==> src/design/sweep_pkg.sv <==
// constants, register map and state layout of the impedance sweep sequencer
package sweep_pkg;

  // register byte addresses
  localparam logic [7:0] ADDR_CTRL_HI = 8'h80;
  localparam logic [7:0] ADDR_CTRL_LO = 8'h81;
  localparam logic [7:0] ADDR_START_HI = 8'h82;
  localparam logic [7:0] ADDR_START_MID = 8'h83;
  localparam logic [7:0] ADDR_START_LO = 8'h84;
  localparam logic [7:0] ADDR_STEP_HI = 8'h85;
  localparam logic [7:0] ADDR_STEP_MID = 8'h86;
  localparam logic [7:0] ADDR_STEP_LO = 8'h87;
  localparam logic [7:0] ADDR_NPTS_HI = 8'h88;
  localparam logic [7:0] ADDR_NPTS_LO = 8'h89;
  localparam logic [7:0] ADDR_SETTLE_HI = 8'h8a;
  localparam logic [7:0] ADDR_SETTLE_LO = 8'h8b;
  localparam logic [7:0] ADDR_FLAGS = 8'h8f;
  localparam logic [7:0] ADDR_REAL_HI = 8'h94;
  localparam logic [7:0] ADDR_REAL_LO = 8'h95;
  localparam logic [7:0] ADDR_IMAG_HI = 8'h96;
  localparam logic [7:0] ADDR_IMAG_LO = 8'h97;

  // field positions
  localparam int FLAG_POINT_BIT = 2;
  localparam int FLAG_SWEEP_BIT = 3;
  localparam int CTRL_RANGE_LSB = 9;
  localparam int CTRL_GAIN_BIT = 8;
  localparam int ACC_LSB = 14;

  // command codes carried in the top nibble of the control high byte
  localparam logic [3:0] CMD_INIT = 4'h1;
  localparam logic [3:0] CMD_START = 4'h2;
  localparam logic [3:0] CMD_INC = 4'h3;
  localparam logic [3:0] CMD_REPEAT = 4'h4;
  localparam logic [3:0] CMD_RESET = 4'ha;
  localparam logic [3:0] CMD_STANDBY = 4'hb;

  // timing counts
  localparam logic [3:0] DDS_DIV_LAST = 4'hf;
  localparam logic [9:0] SMP_LAST = 10'h3ff;

  typedef enum logic [2:0] {
    ST_IDLE = 3'b000,
    ST_STANDBY = 3'b001,
    ST_INIT = 3'b011,
    ST_SETTLE = 3'b010,
    ST_MEASURE = 3'b110,
    ST_HOLD = 3'b111
  } state_t;

  typedef struct packed {
    state_t st;
    logic [15:0] ctrl;
    logic [23:0] start;
    logic [23:0] step;
    logic [15:0] npts;
    logic [15:0] settle;
    logic [23:0] freq;
    logic [26:0] phase;
    logic [3:0] div;
    logic [8:0] idx;
    logic [15:0] settle_cnt;
    logic [9:0] smp_cnt;
    logic signed [31:0] acc_re;
    logic signed [31:0] acc_im;
    logic [15:0] res_re;
    logic [15:0] res_im;
    logic point_done;
    logic sweep_done;
    logic signed [7:0] excite;
    logic gnd;
    logic [7:0] rdata;
  } core_t;

  localparam core_t CORE_RST = '0;

  // one period of a sine, 16 points, amplitude 127
  function automatic logic signed [7:0] sine_lut(input logic [3:0] p);
    logic signed [7:0] v;
    v = 8'sh00;
    case (p)
      4'h0: v = 8'sh00;
      4'h1: v = 8'sh31;
      4'h2: v = 8'sh5a;
      4'h3: v = 8'sh75;
      4'h4: v = 8'sh7f;
      4'h5: v = 8'sh75;
      4'h6: v = 8'sh5a;
      4'h7: v = 8'sh31;
      4'h8: v = 8'sh00;
      4'h9: v = -8'sh31;
      4'ha: v = -8'sh5a;
      4'hb: v = -8'sh75;
      4'hc: v = -8'sh7f;
      4'hd: v = -8'sh75;
      4'he: v = -8'sh5a;
      default: v = -8'sh31;
    endcase
    return v;
  endfunction : sine_lut

endpackage : sweep_pkg

==> src/design/impedance_sweep_sequencer.sv <==
// impedance sweep sequencer: register file, sine source, settle timer and dft accumulator
// Function
// - step code is 24 bits, msb byte lowest
// - point count is 9 bits, max 511
// - flag bit 2 set when point finishes
// - no self advance; host reads results first
// - repeat command remeasures at same frequency
// - sweep done sets bit 3, blocks increments
// - standby grounds excitation and response
// - initialize drives start frequency, no measuring
// - wait programmed excitation cycles before sampling
// - bits d10 d9 pick excitation range
// - bit d8 picks receive gain five/one
// - accumulate 1024 products with cos, -sin
// - results in two 16-bit twos complement
// - 27-bit phase accumulator, top three zero
// - start frequency 24 bits from 82h
// - reset command keeps sweep parameters
`timescale 1ns/10ps
module impedance_sweep_sequencer (
  input wire logic clk,
  input wire logic sys_rst,
  input wire logic [7:0] reg_addr,
  input wire logic [7:0] reg_wdata,
  input wire logic reg_we,
  input wire logic reg_re,
  output logic [7:0] reg_rdata,
  input wire logic signed [11:0] adc_sample,
  input wire logic adc_valid,
  output logic signed [7:0] excitation_out,
  output logic excitation_grounded,
  output logic response_grounded,
  output logic [1:0] excitation_range,
  output logic receive_gain_stage_x5
);

  sweep_pkg::core_t s_r;
  sweep_pkg::core_t s_nxt;

  logic [27:0] phase_sum;
  logic ctrl_wr;
  logic [3:0] cmd;
  logic set_pd;
  logic set_sd;
  logic signed [7:0] cos_v;
  logic signed [7:0] sin_v;
  logic signed [19:0] prod_re;
  logic signed [19:0] prod_im;
  logic signed [31:0] sum_re;
  logic signed [31:0] sum_im;
  logic last_point;
  logic dds_on;

  // upper three phase input bits are forced low
  assign phase_sum = {1'b0, s_r.phase} + {4'h0, s_r.freq};
  assign ctrl_wr = reg_we && (reg_addr == sweep_pkg::ADDR_CTRL_HI);
  assign cmd = reg_wdata[7:4];
  assign cos_v = sweep_pkg::sine_lut(s_r.phase[26:23] + 4'h4);
  assign sin_v = sweep_pkg::sine_lut(s_r.phase[26:23]);
  assign prod_re = adc_sample * cos_v;
  assign prod_im = -(adc_sample * sin_v);
  assign sum_re = s_r.acc_re + {{12{prod_re[19]}}, prod_re};
  assign sum_im = s_r.acc_im + {{12{prod_im[19]}}, prod_im};
  // 9-bit point count: bits above d8 are ignored
  assign last_point = ({1'b0, s_r.idx} + 10'h001) >= {1'b0, s_r.npts[8:0]};
  assign dds_on = (s_r.st != sweep_pkg::ST_IDLE) && (s_r.st != sweep_pkg::ST_STANDBY);

  always_comb begin
    s_nxt = s_r;
    set_pd = 1'b0;
    set_sd = 1'b0;

    // sine source ticks once per sixteen clocks, matching the clock/16 code formula
    s_nxt.div = s_r.div + 4'h1;
    if (!dds_on) begin
      s_nxt.phase = '0;
    end else if (s_r.div == sweep_pkg::DDS_DIV_LAST) begin
      s_nxt.phase = phase_sum[26:0];
    end
    s_nxt.excite = dds_on ? sin_v : 8'sh00;
    s_nxt.gnd = (s_r.st == sweep_pkg::ST_STANDBY);

    case (s_r.st)
      sweep_pkg::ST_SETTLE: begin
        // settling counts whole excitation periods, seen as phase wraps
        if (s_r.settle_cnt >= s_r.settle) begin
          s_nxt.st = sweep_pkg::ST_MEASURE;
          s_nxt.acc_re = '0;
          s_nxt.acc_im = '0;
          s_nxt.smp_cnt = '0;
        end else if (s_r.div == sweep_pkg::DDS_DIV_LAST && phase_sum[27]) begin
          s_nxt.settle_cnt = s_r.settle_cnt + 16'h0001;
        end
      end
      sweep_pkg::ST_MEASURE: begin
        if (adc_valid) begin
          s_nxt.acc_re = sum_re;
          s_nxt.acc_im = sum_im;
          s_nxt.smp_cnt = s_r.smp_cnt + 10'h001;
          if (s_r.smp_cnt == sweep_pkg::SMP_LAST) begin
            s_nxt.res_re = sum_re[sweep_pkg::ACC_LSB +: 16];
            s_nxt.res_im = sum_im[sweep_pkg::ACC_LSB +: 16];
            set_pd = 1'b1;
            set_sd = last_point;
            s_nxt.st = sweep_pkg::ST_HOLD;
          end
        end
      end
      default: begin
        // idle, standby, initialize and hold only move on a command
      end
    endcase

    if (set_pd) begin
      s_nxt.point_done = 1'b1;
    end
    if (set_sd) begin
      s_nxt.sweep_done = 1'b1;
    end

    if (ctrl_wr) begin
      case (cmd)
        sweep_pkg::CMD_INIT: begin
          s_nxt.st = sweep_pkg::ST_INIT;
          s_nxt.freq = s_r.start;
          s_nxt.phase = '0;
          s_nxt.idx = '0;
          s_nxt.point_done = set_pd;
          s_nxt.sweep_done = set_sd;
        end
        sweep_pkg::CMD_START: begin
          s_nxt.st = sweep_pkg::ST_SETTLE;
          s_nxt.settle_cnt = '0;
          s_nxt.idx = '0;
          s_nxt.point_done = set_pd;
          s_nxt.sweep_done = set_sd;
        end
        sweep_pkg::CMD_INC: begin
          // increments after the last point are dropped
          if (s_r.st == sweep_pkg::ST_HOLD && !s_r.sweep_done) begin
            s_nxt.freq = s_r.freq + s_r.step;
            s_nxt.idx = s_r.idx + 9'h001;
            s_nxt.st = sweep_pkg::ST_SETTLE;
            s_nxt.settle_cnt = '0;
            s_nxt.point_done = 1'b0;
          end
        end
        sweep_pkg::CMD_REPEAT: begin
          if (s_r.st == sweep_pkg::ST_HOLD) begin
            s_nxt.st = sweep_pkg::ST_SETTLE;
            s_nxt.settle_cnt = '0;
            s_nxt.point_done = 1'b0;
          end
        end
        sweep_pkg::CMD_STANDBY: begin
          s_nxt.st = sweep_pkg::ST_STANDBY;
        end
        sweep_pkg::CMD_RESET: begin
          // sweep parameters are left alone on purpose
          s_nxt.st = sweep_pkg::ST_IDLE;
          s_nxt.point_done = set_pd;
          s_nxt.sweep_done = set_sd;
        end
        default: begin
        end
      endcase
    end

    // register writes; multi-byte words are msb first at the lowest address
    if (reg_we) begin
      if (reg_addr == sweep_pkg::ADDR_CTRL_HI) begin
        s_nxt.ctrl[15:8] = reg_wdata;
      end else if (reg_addr == sweep_pkg::ADDR_CTRL_LO) begin
        s_nxt.ctrl[7:0] = reg_wdata;
      end else if (reg_addr == sweep_pkg::ADDR_START_HI) begin
        s_nxt.start[23:16] = reg_wdata;
      end else if (reg_addr == sweep_pkg::ADDR_START_MID) begin
        s_nxt.start[15:8] = reg_wdata;
      end else if (reg_addr == sweep_pkg::ADDR_START_LO) begin
        s_nxt.start[7:0] = reg_wdata;
      end else if (reg_addr == sweep_pkg::ADDR_STEP_HI) begin
        s_nxt.step[23:16] = reg_wdata;
      end else if (reg_addr == sweep_pkg::ADDR_STEP_MID) begin
        s_nxt.step[15:8] = reg_wdata;
      end else if (reg_addr == sweep_pkg::ADDR_STEP_LO) begin
        s_nxt.step[7:0] = reg_wdata;
      end else if (reg_addr == sweep_pkg::ADDR_NPTS_HI) begin
        s_nxt.npts[15:8] = reg_wdata;
      end else if (reg_addr == sweep_pkg::ADDR_NPTS_LO) begin
        s_nxt.npts[7:0] = reg_wdata;
      end else if (reg_addr == sweep_pkg::ADDR_SETTLE_HI) begin
        s_nxt.settle[15:8] = reg_wdata;
      end else if (reg_addr == sweep_pkg::ADDR_SETTLE_LO) begin
        s_nxt.settle[7:0] = reg_wdata;
      end
    end

    // read data answers one cycle after the strobe; unmapped reads give zero
    s_nxt.rdata = 8'h00;
    if (reg_re) begin
      if (reg_addr == sweep_pkg::ADDR_CTRL_HI) begin
        s_nxt.rdata = s_r.ctrl[15:8];
      end else if (reg_addr == sweep_pkg::ADDR_CTRL_LO) begin
        s_nxt.rdata = s_r.ctrl[7:0];
      end else if (reg_addr == sweep_pkg::ADDR_START_HI) begin
        s_nxt.rdata = s_r.start[23:16];
      end else if (reg_addr == sweep_pkg::ADDR_START_MID) begin
        s_nxt.rdata = s_r.start[15:8];
      end else if (reg_addr == sweep_pkg::ADDR_START_LO) begin
        s_nxt.rdata = s_r.start[7:0];
      end else if (reg_addr == sweep_pkg::ADDR_STEP_HI) begin
        s_nxt.rdata = s_r.step[23:16];
      end else if (reg_addr == sweep_pkg::ADDR_STEP_MID) begin
        s_nxt.rdata = s_r.step[15:8];
      end else if (reg_addr == sweep_pkg::ADDR_STEP_LO) begin
        s_nxt.rdata = s_r.step[7:0];
      end else if (reg_addr == sweep_pkg::ADDR_NPTS_HI) begin
        s_nxt.rdata = s_r.npts[15:8];
      end else if (reg_addr == sweep_pkg::ADDR_NPTS_LO) begin
        s_nxt.rdata = s_r.npts[7:0];
      end else if (reg_addr == sweep_pkg::ADDR_SETTLE_HI) begin
        s_nxt.rdata = s_r.settle[15:8];
      end else if (reg_addr == sweep_pkg::ADDR_SETTLE_LO) begin
        s_nxt.rdata = s_r.settle[7:0];
      end else if (reg_addr == sweep_pkg::ADDR_FLAGS) begin
        s_nxt.rdata[sweep_pkg::FLAG_POINT_BIT] = s_r.point_done;
        s_nxt.rdata[sweep_pkg::FLAG_SWEEP_BIT] = s_r.sweep_done;
      end else if (reg_addr == sweep_pkg::ADDR_REAL_HI) begin
        s_nxt.rdata = s_r.res_re[15:8];
      end else if (reg_addr == sweep_pkg::ADDR_REAL_LO) begin
        s_nxt.rdata = s_r.res_re[7:0];
      end else if (reg_addr == sweep_pkg::ADDR_IMAG_HI) begin
        s_nxt.rdata = s_r.res_im[15:8];
      end else if (reg_addr == sweep_pkg::ADDR_IMAG_LO) begin
        s_nxt.rdata = s_r.res_im[7:0];
      end
    end
  end

  always_ff @(posedge clk) begin
    if (sys_rst) begin
      s_r <= sweep_pkg::CORE_RST;
    end else begin
      s_r <= s_nxt;
    end
  end

  assign reg_rdata = s_r.rdata;
  assign excitation_out = s_r.excite;
  assign excitation_grounded = s_r.gnd;
  assign response_grounded = s_r.gnd;
  assign excitation_range = s_r.ctrl[sweep_pkg::CTRL_RANGE_LSB +: 2];
  // d8 high selects unity gain, low selects five
  assign receive_gain_stage_x5 = ~s_r.ctrl[sweep_pkg::CTRL_GAIN_BIT];

  property p_step_bytes;
    @(posedge clk) disable iff (sys_rst)
      reg_we && reg_addr == sweep_pkg::ADDR_STEP_HI |=> s_r.step[23:16] == $past(reg_wdata);
  endproperty
  a_step_bytes: assert property (p_step_bytes) else $error("step msb byte not stored");

  property p_point_flag;
    @(posedge clk) disable iff (sys_rst)
      $rose(s_r.point_done) |-> $past(s_r.st) == sweep_pkg::ST_MEASURE
        && $past(s_r.smp_cnt) == 10'h3ff;
  endproperty
  a_point_flag: assert property (p_point_flag) else $error("point flag set early");

  property p_no_self_advance;
    @(posedge clk) disable iff (sys_rst)
      s_r.st == sweep_pkg::ST_HOLD && !ctrl_wr |=> s_r.st == sweep_pkg::ST_HOLD
        && $stable(s_r.freq);
  endproperty
  a_no_self_advance: assert property (p_no_self_advance) else $error("left hold alone");

  property p_repeat;
    @(posedge clk) disable iff (sys_rst)
      s_r.st == sweep_pkg::ST_HOLD && ctrl_wr && cmd == sweep_pkg::CMD_REPEAT
        |=> s_r.st == sweep_pkg::ST_SETTLE && $stable(s_r.freq) && !s_r.point_done;
  endproperty
  a_repeat: assert property (p_repeat) else $error("repeat changed frequency");

  property p_inc_blocked;
    @(posedge clk) disable iff (sys_rst)
      s_r.sweep_done && s_r.st == sweep_pkg::ST_HOLD && ctrl_wr && cmd == sweep_pkg::CMD_INC
        |=> s_r.st == sweep_pkg::ST_HOLD && $stable(s_r.freq);
  endproperty
  a_inc_blocked: assert property (p_inc_blocked) else $error("increment after sweep end");

  property p_standby_ground;
    @(posedge clk) disable iff (sys_rst)
      s_r.st == sweep_pkg::ST_STANDBY [*2] |-> excitation_grounded && response_grounded
        && excitation_out == 8'sh00;
  endproperty
  a_standby_ground: assert property (p_standby_ground) else $error("standby not grounded");

  property p_init_no_measure;
    @(posedge clk) disable iff (sys_rst)
      s_r.st == sweep_pkg::ST_INIT |=> $stable(s_r.res_re) && $stable(s_r.res_im)
        && !$rose(s_r.point_done);
  endproperty
  a_init_no_measure: assert property (p_init_no_measure) else $error("measured in init");

  property p_settle_before_sample;
    @(posedge clk) disable iff (sys_rst)
      $past(s_r.st) == sweep_pkg::ST_SETTLE && s_r.st == sweep_pkg::ST_MEASURE
        |-> $past(s_r.settle_cnt) >= $past(s_r.settle);
  endproperty
  a_settle_before_sample: assert property (p_settle_before_sample) else $error("short settle");

  property p_sample_count;
    @(posedge clk) disable iff (sys_rst)
      $past(s_r.st) == sweep_pkg::ST_MEASURE && s_r.st == sweep_pkg::ST_HOLD
        |-> $past(s_r.smp_cnt) == 10'h3ff && $past(adc_valid);
  endproperty
  a_sample_count: assert property (p_sample_count) else $error("wrong sample count");

  property p_reset_keeps;
    @(posedge clk) disable iff (sys_rst)
      ctrl_wr && cmd == sweep_pkg::CMD_RESET |=> $stable(s_r.start) && $stable(s_r.step)
        && $stable(s_r.npts) && s_r.st == sweep_pkg::ST_IDLE;
  endproperty
  a_reset_keeps: assert property (p_reset_keeps) else $error("reset lost parameters");

  property p_advance;
    @(posedge clk) disable iff (sys_rst)
      s_r.st == sweep_pkg::ST_HOLD && !s_r.sweep_done && ctrl_wr && cmd == sweep_pkg::CMD_INC
        |=> s_r.freq == $past(s_r.freq) + $past(s_r.step) && s_r.st == sweep_pkg::ST_SETTLE;
  endproperty
  a_advance: assert property (p_advance) else $error("advance did not step");

  property p_flag_clear_settle;
    @(posedge clk) disable iff (sys_rst)
      s_r.st == sweep_pkg::ST_SETTLE |-> !s_r.point_done;
  endproperty
  a_flag_clear_settle: assert property (p_flag_clear_settle) else $error("stale point flag");

endmodule : impedance_sweep_sequencer

==> config.mk <==
export PLATFORM = sky130hd
export DESIGN_NAME = impedance_sweep_sequencer
export DESIGN_NICKNAME = d
export VERILOG_FILES = /design/src/design/sweep_pkg.sv /design/src/design/impedance_sweep_sequencer.sv
export SDC_FILE = /design/constraint.sdc
export NUM_CORES = 1
export LEC_CHECK = 0
export BUFFER_PORTS_ARGS = -buffer_cell sky130_fd_sc_hd__buf_2
export CAP_MARGIN = 10
export CORE_MARGIN = 3
export CORE_UTILIZATION = 45
export CTS_BUF_LIST = sky130_fd_sc_hd__clkbuf_4
export DETAILED_ROUTE_END_ITERATION = 7
export PLACE_DENSITY = 0.62
export SYNTH_ARGS = -nofsm -noshare
export SYNTH_HDL_FRONTEND = slang
export SYNTH_SLANG_ARGS = --single-unit
==> constraint.sdc <==
create_clock -name clk -period 21.6 [get_ports clk]
set_input_delay 1.08 -clock clk [delete_from_list [all_inputs] [get_ports clk]]
set_output_delay 1.08 -clock clk [all_outputs]
set_load 0.02 [all_outputs]
**Word-level counts from Yosys, hierarchy flattened**

Memories as Yosys holds them, arrays and structs flattened. A register that Yosys moved wholly into a read port is not among the register bits.
Cells that the tools add are included.
Widths: inputs -> output; s select.

- Multiply operators: 2
- Reductions and logical operators: 29
- Muxes and demuxes: 59
- Add/subtract/negate cells: 11
- Bitwise logic cells: 14
- Eq/ne operators: 33
- Order comparisons: 2

Operators with widths:

| cell | count |
|---|---|
| $pmux 74 s2 | 1 |
| $eq 8x8->1 const B | 17 |
| $mux 8 | 16 |
| $mux 27 | 4 |
| $mux 106 | 1 |
| $mux 16 | 5 |
| $mux 74 | 1 |
| $add 32x32->32 | 2 |
| $pmux 16 s3 | 1 |
| $pmux 24 s2 | 1 |
| $mul 12x8->20 | 2 |
| $mux 32 | 1 |
| $add 27x24->28 | 1 |
| $mux 25 | 1 |
| $add 24x24->24 | 1 |
| $mux 24 | 1 |
| $neg 20->20 | 1 |
| $mux 3 | 6 |
| $pmux 3 s6 | 1 |
| $pmux 9 s2 | 1 |
| $add 16x1->16 const B | 1 |
| $ge 16x16->1 | 1 |
| $reduce_and 3->1 | 5 |
| $not 1->1 | 14 |
| other kinds (38) | 64 |

- Register bits: 304
- Memories: 2
- Logic and storage cells: 180
- Bits in read-only memories: 256

Memory list:

| name | words | width | rd ports | clocked after Yosys merged registers in | wr ports | line | RTL |
|---|---|---|---|---|---|---|---|
| (no name shown) | 16 | 8 | 1 | 1 | 0 | sweep_pkg.sv:81 | `case (p)` |
| (no name shown) | 16 | 8 | 1 | 0 | 0 | sweep_pkg.sv:81 |  |

**Depth between registers and ports, before layout**

- Word-level depth: 18
- Depth in mapped cells: 36
- Depth with buffers taken out: 35

**Worst setup path before layout**

No wires, ideal clock.

- Path type: input-to-reg
- From: in adc_sample[11]
- To: reg s_r[80] in the netlist's numbering
- Stages on the path: 29
- Slack: 13924 ps
- Arrival time: 7601 ps
- Data required time: 21526 ps
- Path buffers: 2
- Cell sequence: clkbuf_1 nand2_1 fa_1 fa_1 inv_1 fa_1 inv_1 fa_1 ha_1 ha_1 o21ai_0 a21boi_0 o21ai_0 a21o_1 a221oi_2 mux2i_1 nand2_1 inv_1 ha_1 clkbuf_1 a21o_1 a21oi_1 nand2_1 nor4_2 nor3_1 o31ai_2 xnor2_1 or3_1 a31oi_1

- Cells in the longest elaborated chain, start to end: 5

Ends and longest elaborated chain:

| what | line | RTL |
|---|---|---|
| from (decl) | impedance_sweep_sequencer.sv:28 | `input wire logic signed [11:0] adc_sample,` |
| $mul 12x8->20 | impedance_sweep_sequencer.sv:61 | `assign prod_im = -(adc_sample * sin_v);` |
| $neg 20->20 | impedance_sweep_sequencer.sv:61 |  |
| $add 32x32->32 | impedance_sweep_sequencer.sv:63 | `assign sum_im = s_r.acc_im + {{12{prod_im[19]}}, prod_im};` |
| $mux 106 | impedance_sweep_sequencer.sv:96 | `if (adc_valid) begin` |
| $pmux 74 s2 | impedance_sweep_sequencer.sv:83 | `case (s_r.st)` |
| to (signal assigned) | impedance_sweep_sequencer.sv:242 | `s_r <= sweep_pkg::CORE_RST;` |
| to (signal assigned) | impedance_sweep_sequencer.sv:244 | `s_r <= s_nxt;` |
| to (decl) | impedance_sweep_sequencer.sv:37 | `sweep_pkg::core_t s_r;` |

Every way passes these cells. The select of a mux whose other input is x is not followed.
A chain may end at the register's enable or synchronous reset.

**Worst setup path in the final report**

- From: reg s_r[177] in the netlist's numbering
- To: reg s_r[112] in the netlist's numbering

- Cells in the longest elaborated chain, start to end: 6

Ends and longest elaborated chain:

| what | line | RTL |
|---|---|---|
| $add 4x3->4 | impedance_sweep_sequencer.sv:58 | `assign cos_v = sweep_pkg::sine_lut(s_r.phase[26:23] + 4'h4);` |
| $mem_v2 16x8 | -- |  |
| $mul 12x8->20 | impedance_sweep_sequencer.sv:60 | `assign prod_re = adc_sample * cos_v;` |
| $add 32x32->32 | impedance_sweep_sequencer.sv:62 | `assign sum_re = s_r.acc_re + {{12{prod_re[19]}}, prod_re};` |
| $mux 106 | impedance_sweep_sequencer.sv:96 |  |
| $pmux 74 s2 | impedance_sweep_sequencer.sv:83 |  |

Every way passes these cells. The select of a mux whose other input is x is not followed.

==> flow_metrics.tcl <==
set metrics [dict create \
    clk_latency_ns 0.89 \
    crit_start "s_r[177]$_SDFF_PP0_" \
    r2r_setup_slack_ns 12.82 \
    max-cap-violations 0 \
    final_common_cell "dfxtp_1" \
    cp.arrival_ns 9.50 \
    worstReg2RegStart "s_r[177]$_SDFF_PP0_" \
    avgSynthCellArea_um2 8.29 \
    synth-seq-cells 308 \
    layout.nets 3597 \
    fp.coreArea_um2 57000 \
    peakVddDrop_mv 0.122 \
    timing_worst_setup_path_type "flop to flop" \
    dr_wl_met3_mm 3.63 \
    synth_cell_types 97 \
    synth_edf_count 0 \
    wl_per_cell_um 17.2 \
    setup_ws_ns 12.82 \
    grt.overflow.total 0 \
    critPathSlowestCell "o21ai_0" \
    dp.cells 3827 \
    setup_viol 0 \
    setup_tns_ns 0 \
    rr_worst_depth 29 \
    maxSlewHeadroom_pct 17.4 \
    vias 22100 \
    status "completed" \
    syn-cell-area_um2 26200 \
    grt_pass1_wl_mm 113 \
    worstHoldStart "s_r[170]$_SDFF_PP0_" \
    r2r_end "s_r[112]$_SDFFE_PP0P_" \
    wl_met1_mm 32.3 \
    layout_common_cells "dfxtp_1, nand2_1, nor2_1" \
    hold_path.class "flop to flop" \
    port_buffers 53 \
    slew_viol_final 0 \
    critPathRequiredTime_ns 22.32 \
    hold_depth 2 \
    post_cts_buffers 0 \
    via_per_inst 5.55 \
    finalHoldViolCount 0 \
    start_util_pct 46.0 \
    syn-num-nets 3600 \
    cts_buffers 90 \
    grt_pass1_vias 21700 \
    holdPathEnd "s_r[170]$_SDFF_PP0_" \
    synth-async-reset-ratio_pct 0 \
    syn2layout_area_growth_pct 6.90 \
    p_leak_uw 0.0122 \
    track_usage_pct 22.5 \
    period_share_pct 40.6 \
    finClkSkew_ns 0.105 \
    antenna_left 0 \
    gp_congestion 0.879 \
    rsz0062_at_grt "no" \
    path_clk_slew_ns 0.07 \
    dieArea_um2 61200 \
    critPathMaxFanout 16 \
    timing.fmax_ghz 0.114 \
    cp_top_family "adder cells" \
    tightest_slew_ns 1.23 \
    cp-end-kind "flop" \
    cts_sinks 308 \
    route.met2.wl_mm 30.9 \
    ctsHoldBuffers 0 \
    ys_seq_area_share_pct 23.5 \
    ioPinCount 54 \
    die_h_um 247 \
    cts_resized 0 \
    htree_levels 3 \
    stdcell_count 3990 \
    rows 87 \
    tritoncts "done" \
    drt_wl_total_mm 68.5 \
    fin_crit_ns 8.78 \
    slowest_delay_ns 0.81 \
    cp-start-kind "flop" \
    synth_warnings 0 \
    antenna_found_initial 1 \
    drcViolationCount 0 \
    top_layer "met4" \
    clk_path_buf_depth 3 \
    place_ws_ns 12.86 \
    cts_root_buf "clkbuf_4" \
    cp.buffers_inverters 4 \
    grt_max_degree 105 \
    synthCells 3166 \
    p_per_area_nw_per_um2 84.6 \
    drt_iter0_drc 1454 \
    drive_gt1_share_pct 8.60 \
    dr.pass1.iters 7 \
    hpwl_mm 50.5 \
    yosys_most_used_dff "dfxtp_1" \
    die_w_um 247 \
]
state kept, by name, summed over array words and instances (netlist names):
signal and flops:
s_r 281, excitation_out 8, reg_rdata 8, sin_v 8
excitation_range 2, excitation_grounded 1
worst max-delay path by stage:
| stage | to | slack (ns) | cells past startpoint |
|---|---|---|---|
| 2_1_floorplan | s_r[80]$_SDFFE_PP0P_ | 13.92 | 29 |
| 3_3_place_gp | s_r[112]$_SDFFE_PP0P_ | 13.13 | 29 |
| 3_5_place_dp | s_r[112]$_SDFFE_PP0P_ | 12.86 | 29 |
| 4_1_cts | s_r[112]$_SDFFE_PP0P_ | 12.84 | 29 |
| 5_1_grt | s_r[112]$_SDFFE_PP0P_ | 12.17 | 29 |
| 6_report | s_r[112]$_SDFFE_PP0P_ | 12.82 | 29 |
report_power, final:
group	leakage (µW)	switching [µW]	total, µW	internal [µW]
Clock	0.000695	278	566	288
Sequential	0.00248	0.599	569	569
Combinational	0.00899	749	1240	487
Total	0.0122	1030	2370	1340
area by class of cell:
| class | instances | area, µm² |
|---|---|---|
| inverters | 296 | 1110 |
| fillers | 5554 | 29000 |
| repair buffers | 69 | 394 |
| multi-input cells | 2398 | 18300 |
| diodes | 1 | 2.50 |
| clock inverters | 29 | 171 |
| clock buffers | 133 | 998 |
| flip-flops and latches | 308 | 6170 |
| well taps | 756 | 946 |
kinds of logic after synthesis:
logic type / Yosys count / synth area share (%)
and+or+nand+nor: 1072 / 19.8
AOI/OAI and AO/OA: 677 / 16.8
buffers and inverters: 460 / 6.95
adders and majority gates: 401 / 23.6
DFF: 308 / 23.5
xor gates and xnor gates: 147 / 5.02
muxes: 101 / 4.27
worst register-to-register path, delay by kind of cell, from the launching register on:
kind | cells | cell delay, ns
fa+ha+maj | 7 | 3.01
xor+xnor | 1 | 0.75
buf+inv | 4 | 0.32
simple gates | 5 | 0.55
mux | 2 | 0.69
compound gates | 10 | 2.86
flops | 1 | 0.48
cells in the mapped netlist, drive strengths merged, types with 22 or more instances:
master,number,area [µm²]
nor2,314,1200
dfxtp,308,6170
nand2,307,1150
inv,296,1110
a21oi,246,1240
ha,245,3070
fa,156,3120
and2,128,801
clkbuf,122,458
o21ai,103,523
xnor2,102,901
mux2i,88,881
a21o,66,495
nand3,66,330
a22oi,56,420
nor3,51,308
xor2,44,393
buf,42,254
nor2b,38,238
and3,34,213
a211oi,29,233
nand2b,29,181
nand3b,27,203
o21a,22,166
layer usage:
layer / vias to the layer above / global-route usage (%)
met2: 585 / 36.0
met1: 10600 / 31.3
li1: 10800 / -
met3: 107 / 3.73
met5: - / 0
met4: 0 / 6.92
stage by stage:
| stage | area, µm² | total power [µW] | hold slack, ns | util [%] |
|---|---|---|---|---|
| floorplan | 26200 | 1530 | 0.418 | - |
| global placement | 26900 | 1780 | 0.430 | 47.1 |
| detailed placement | 26900 | 1800 | 0.447 | 47.1 |
| CTS | 28000 | 2390 | 0.456 | 49.2 |
| global route | 28000 | 2570 | 0.469 | 49.2 |
| finish | 28000 | 2370 | 0.456 | 49.2 |
Power figures use the tool's default switching activity.
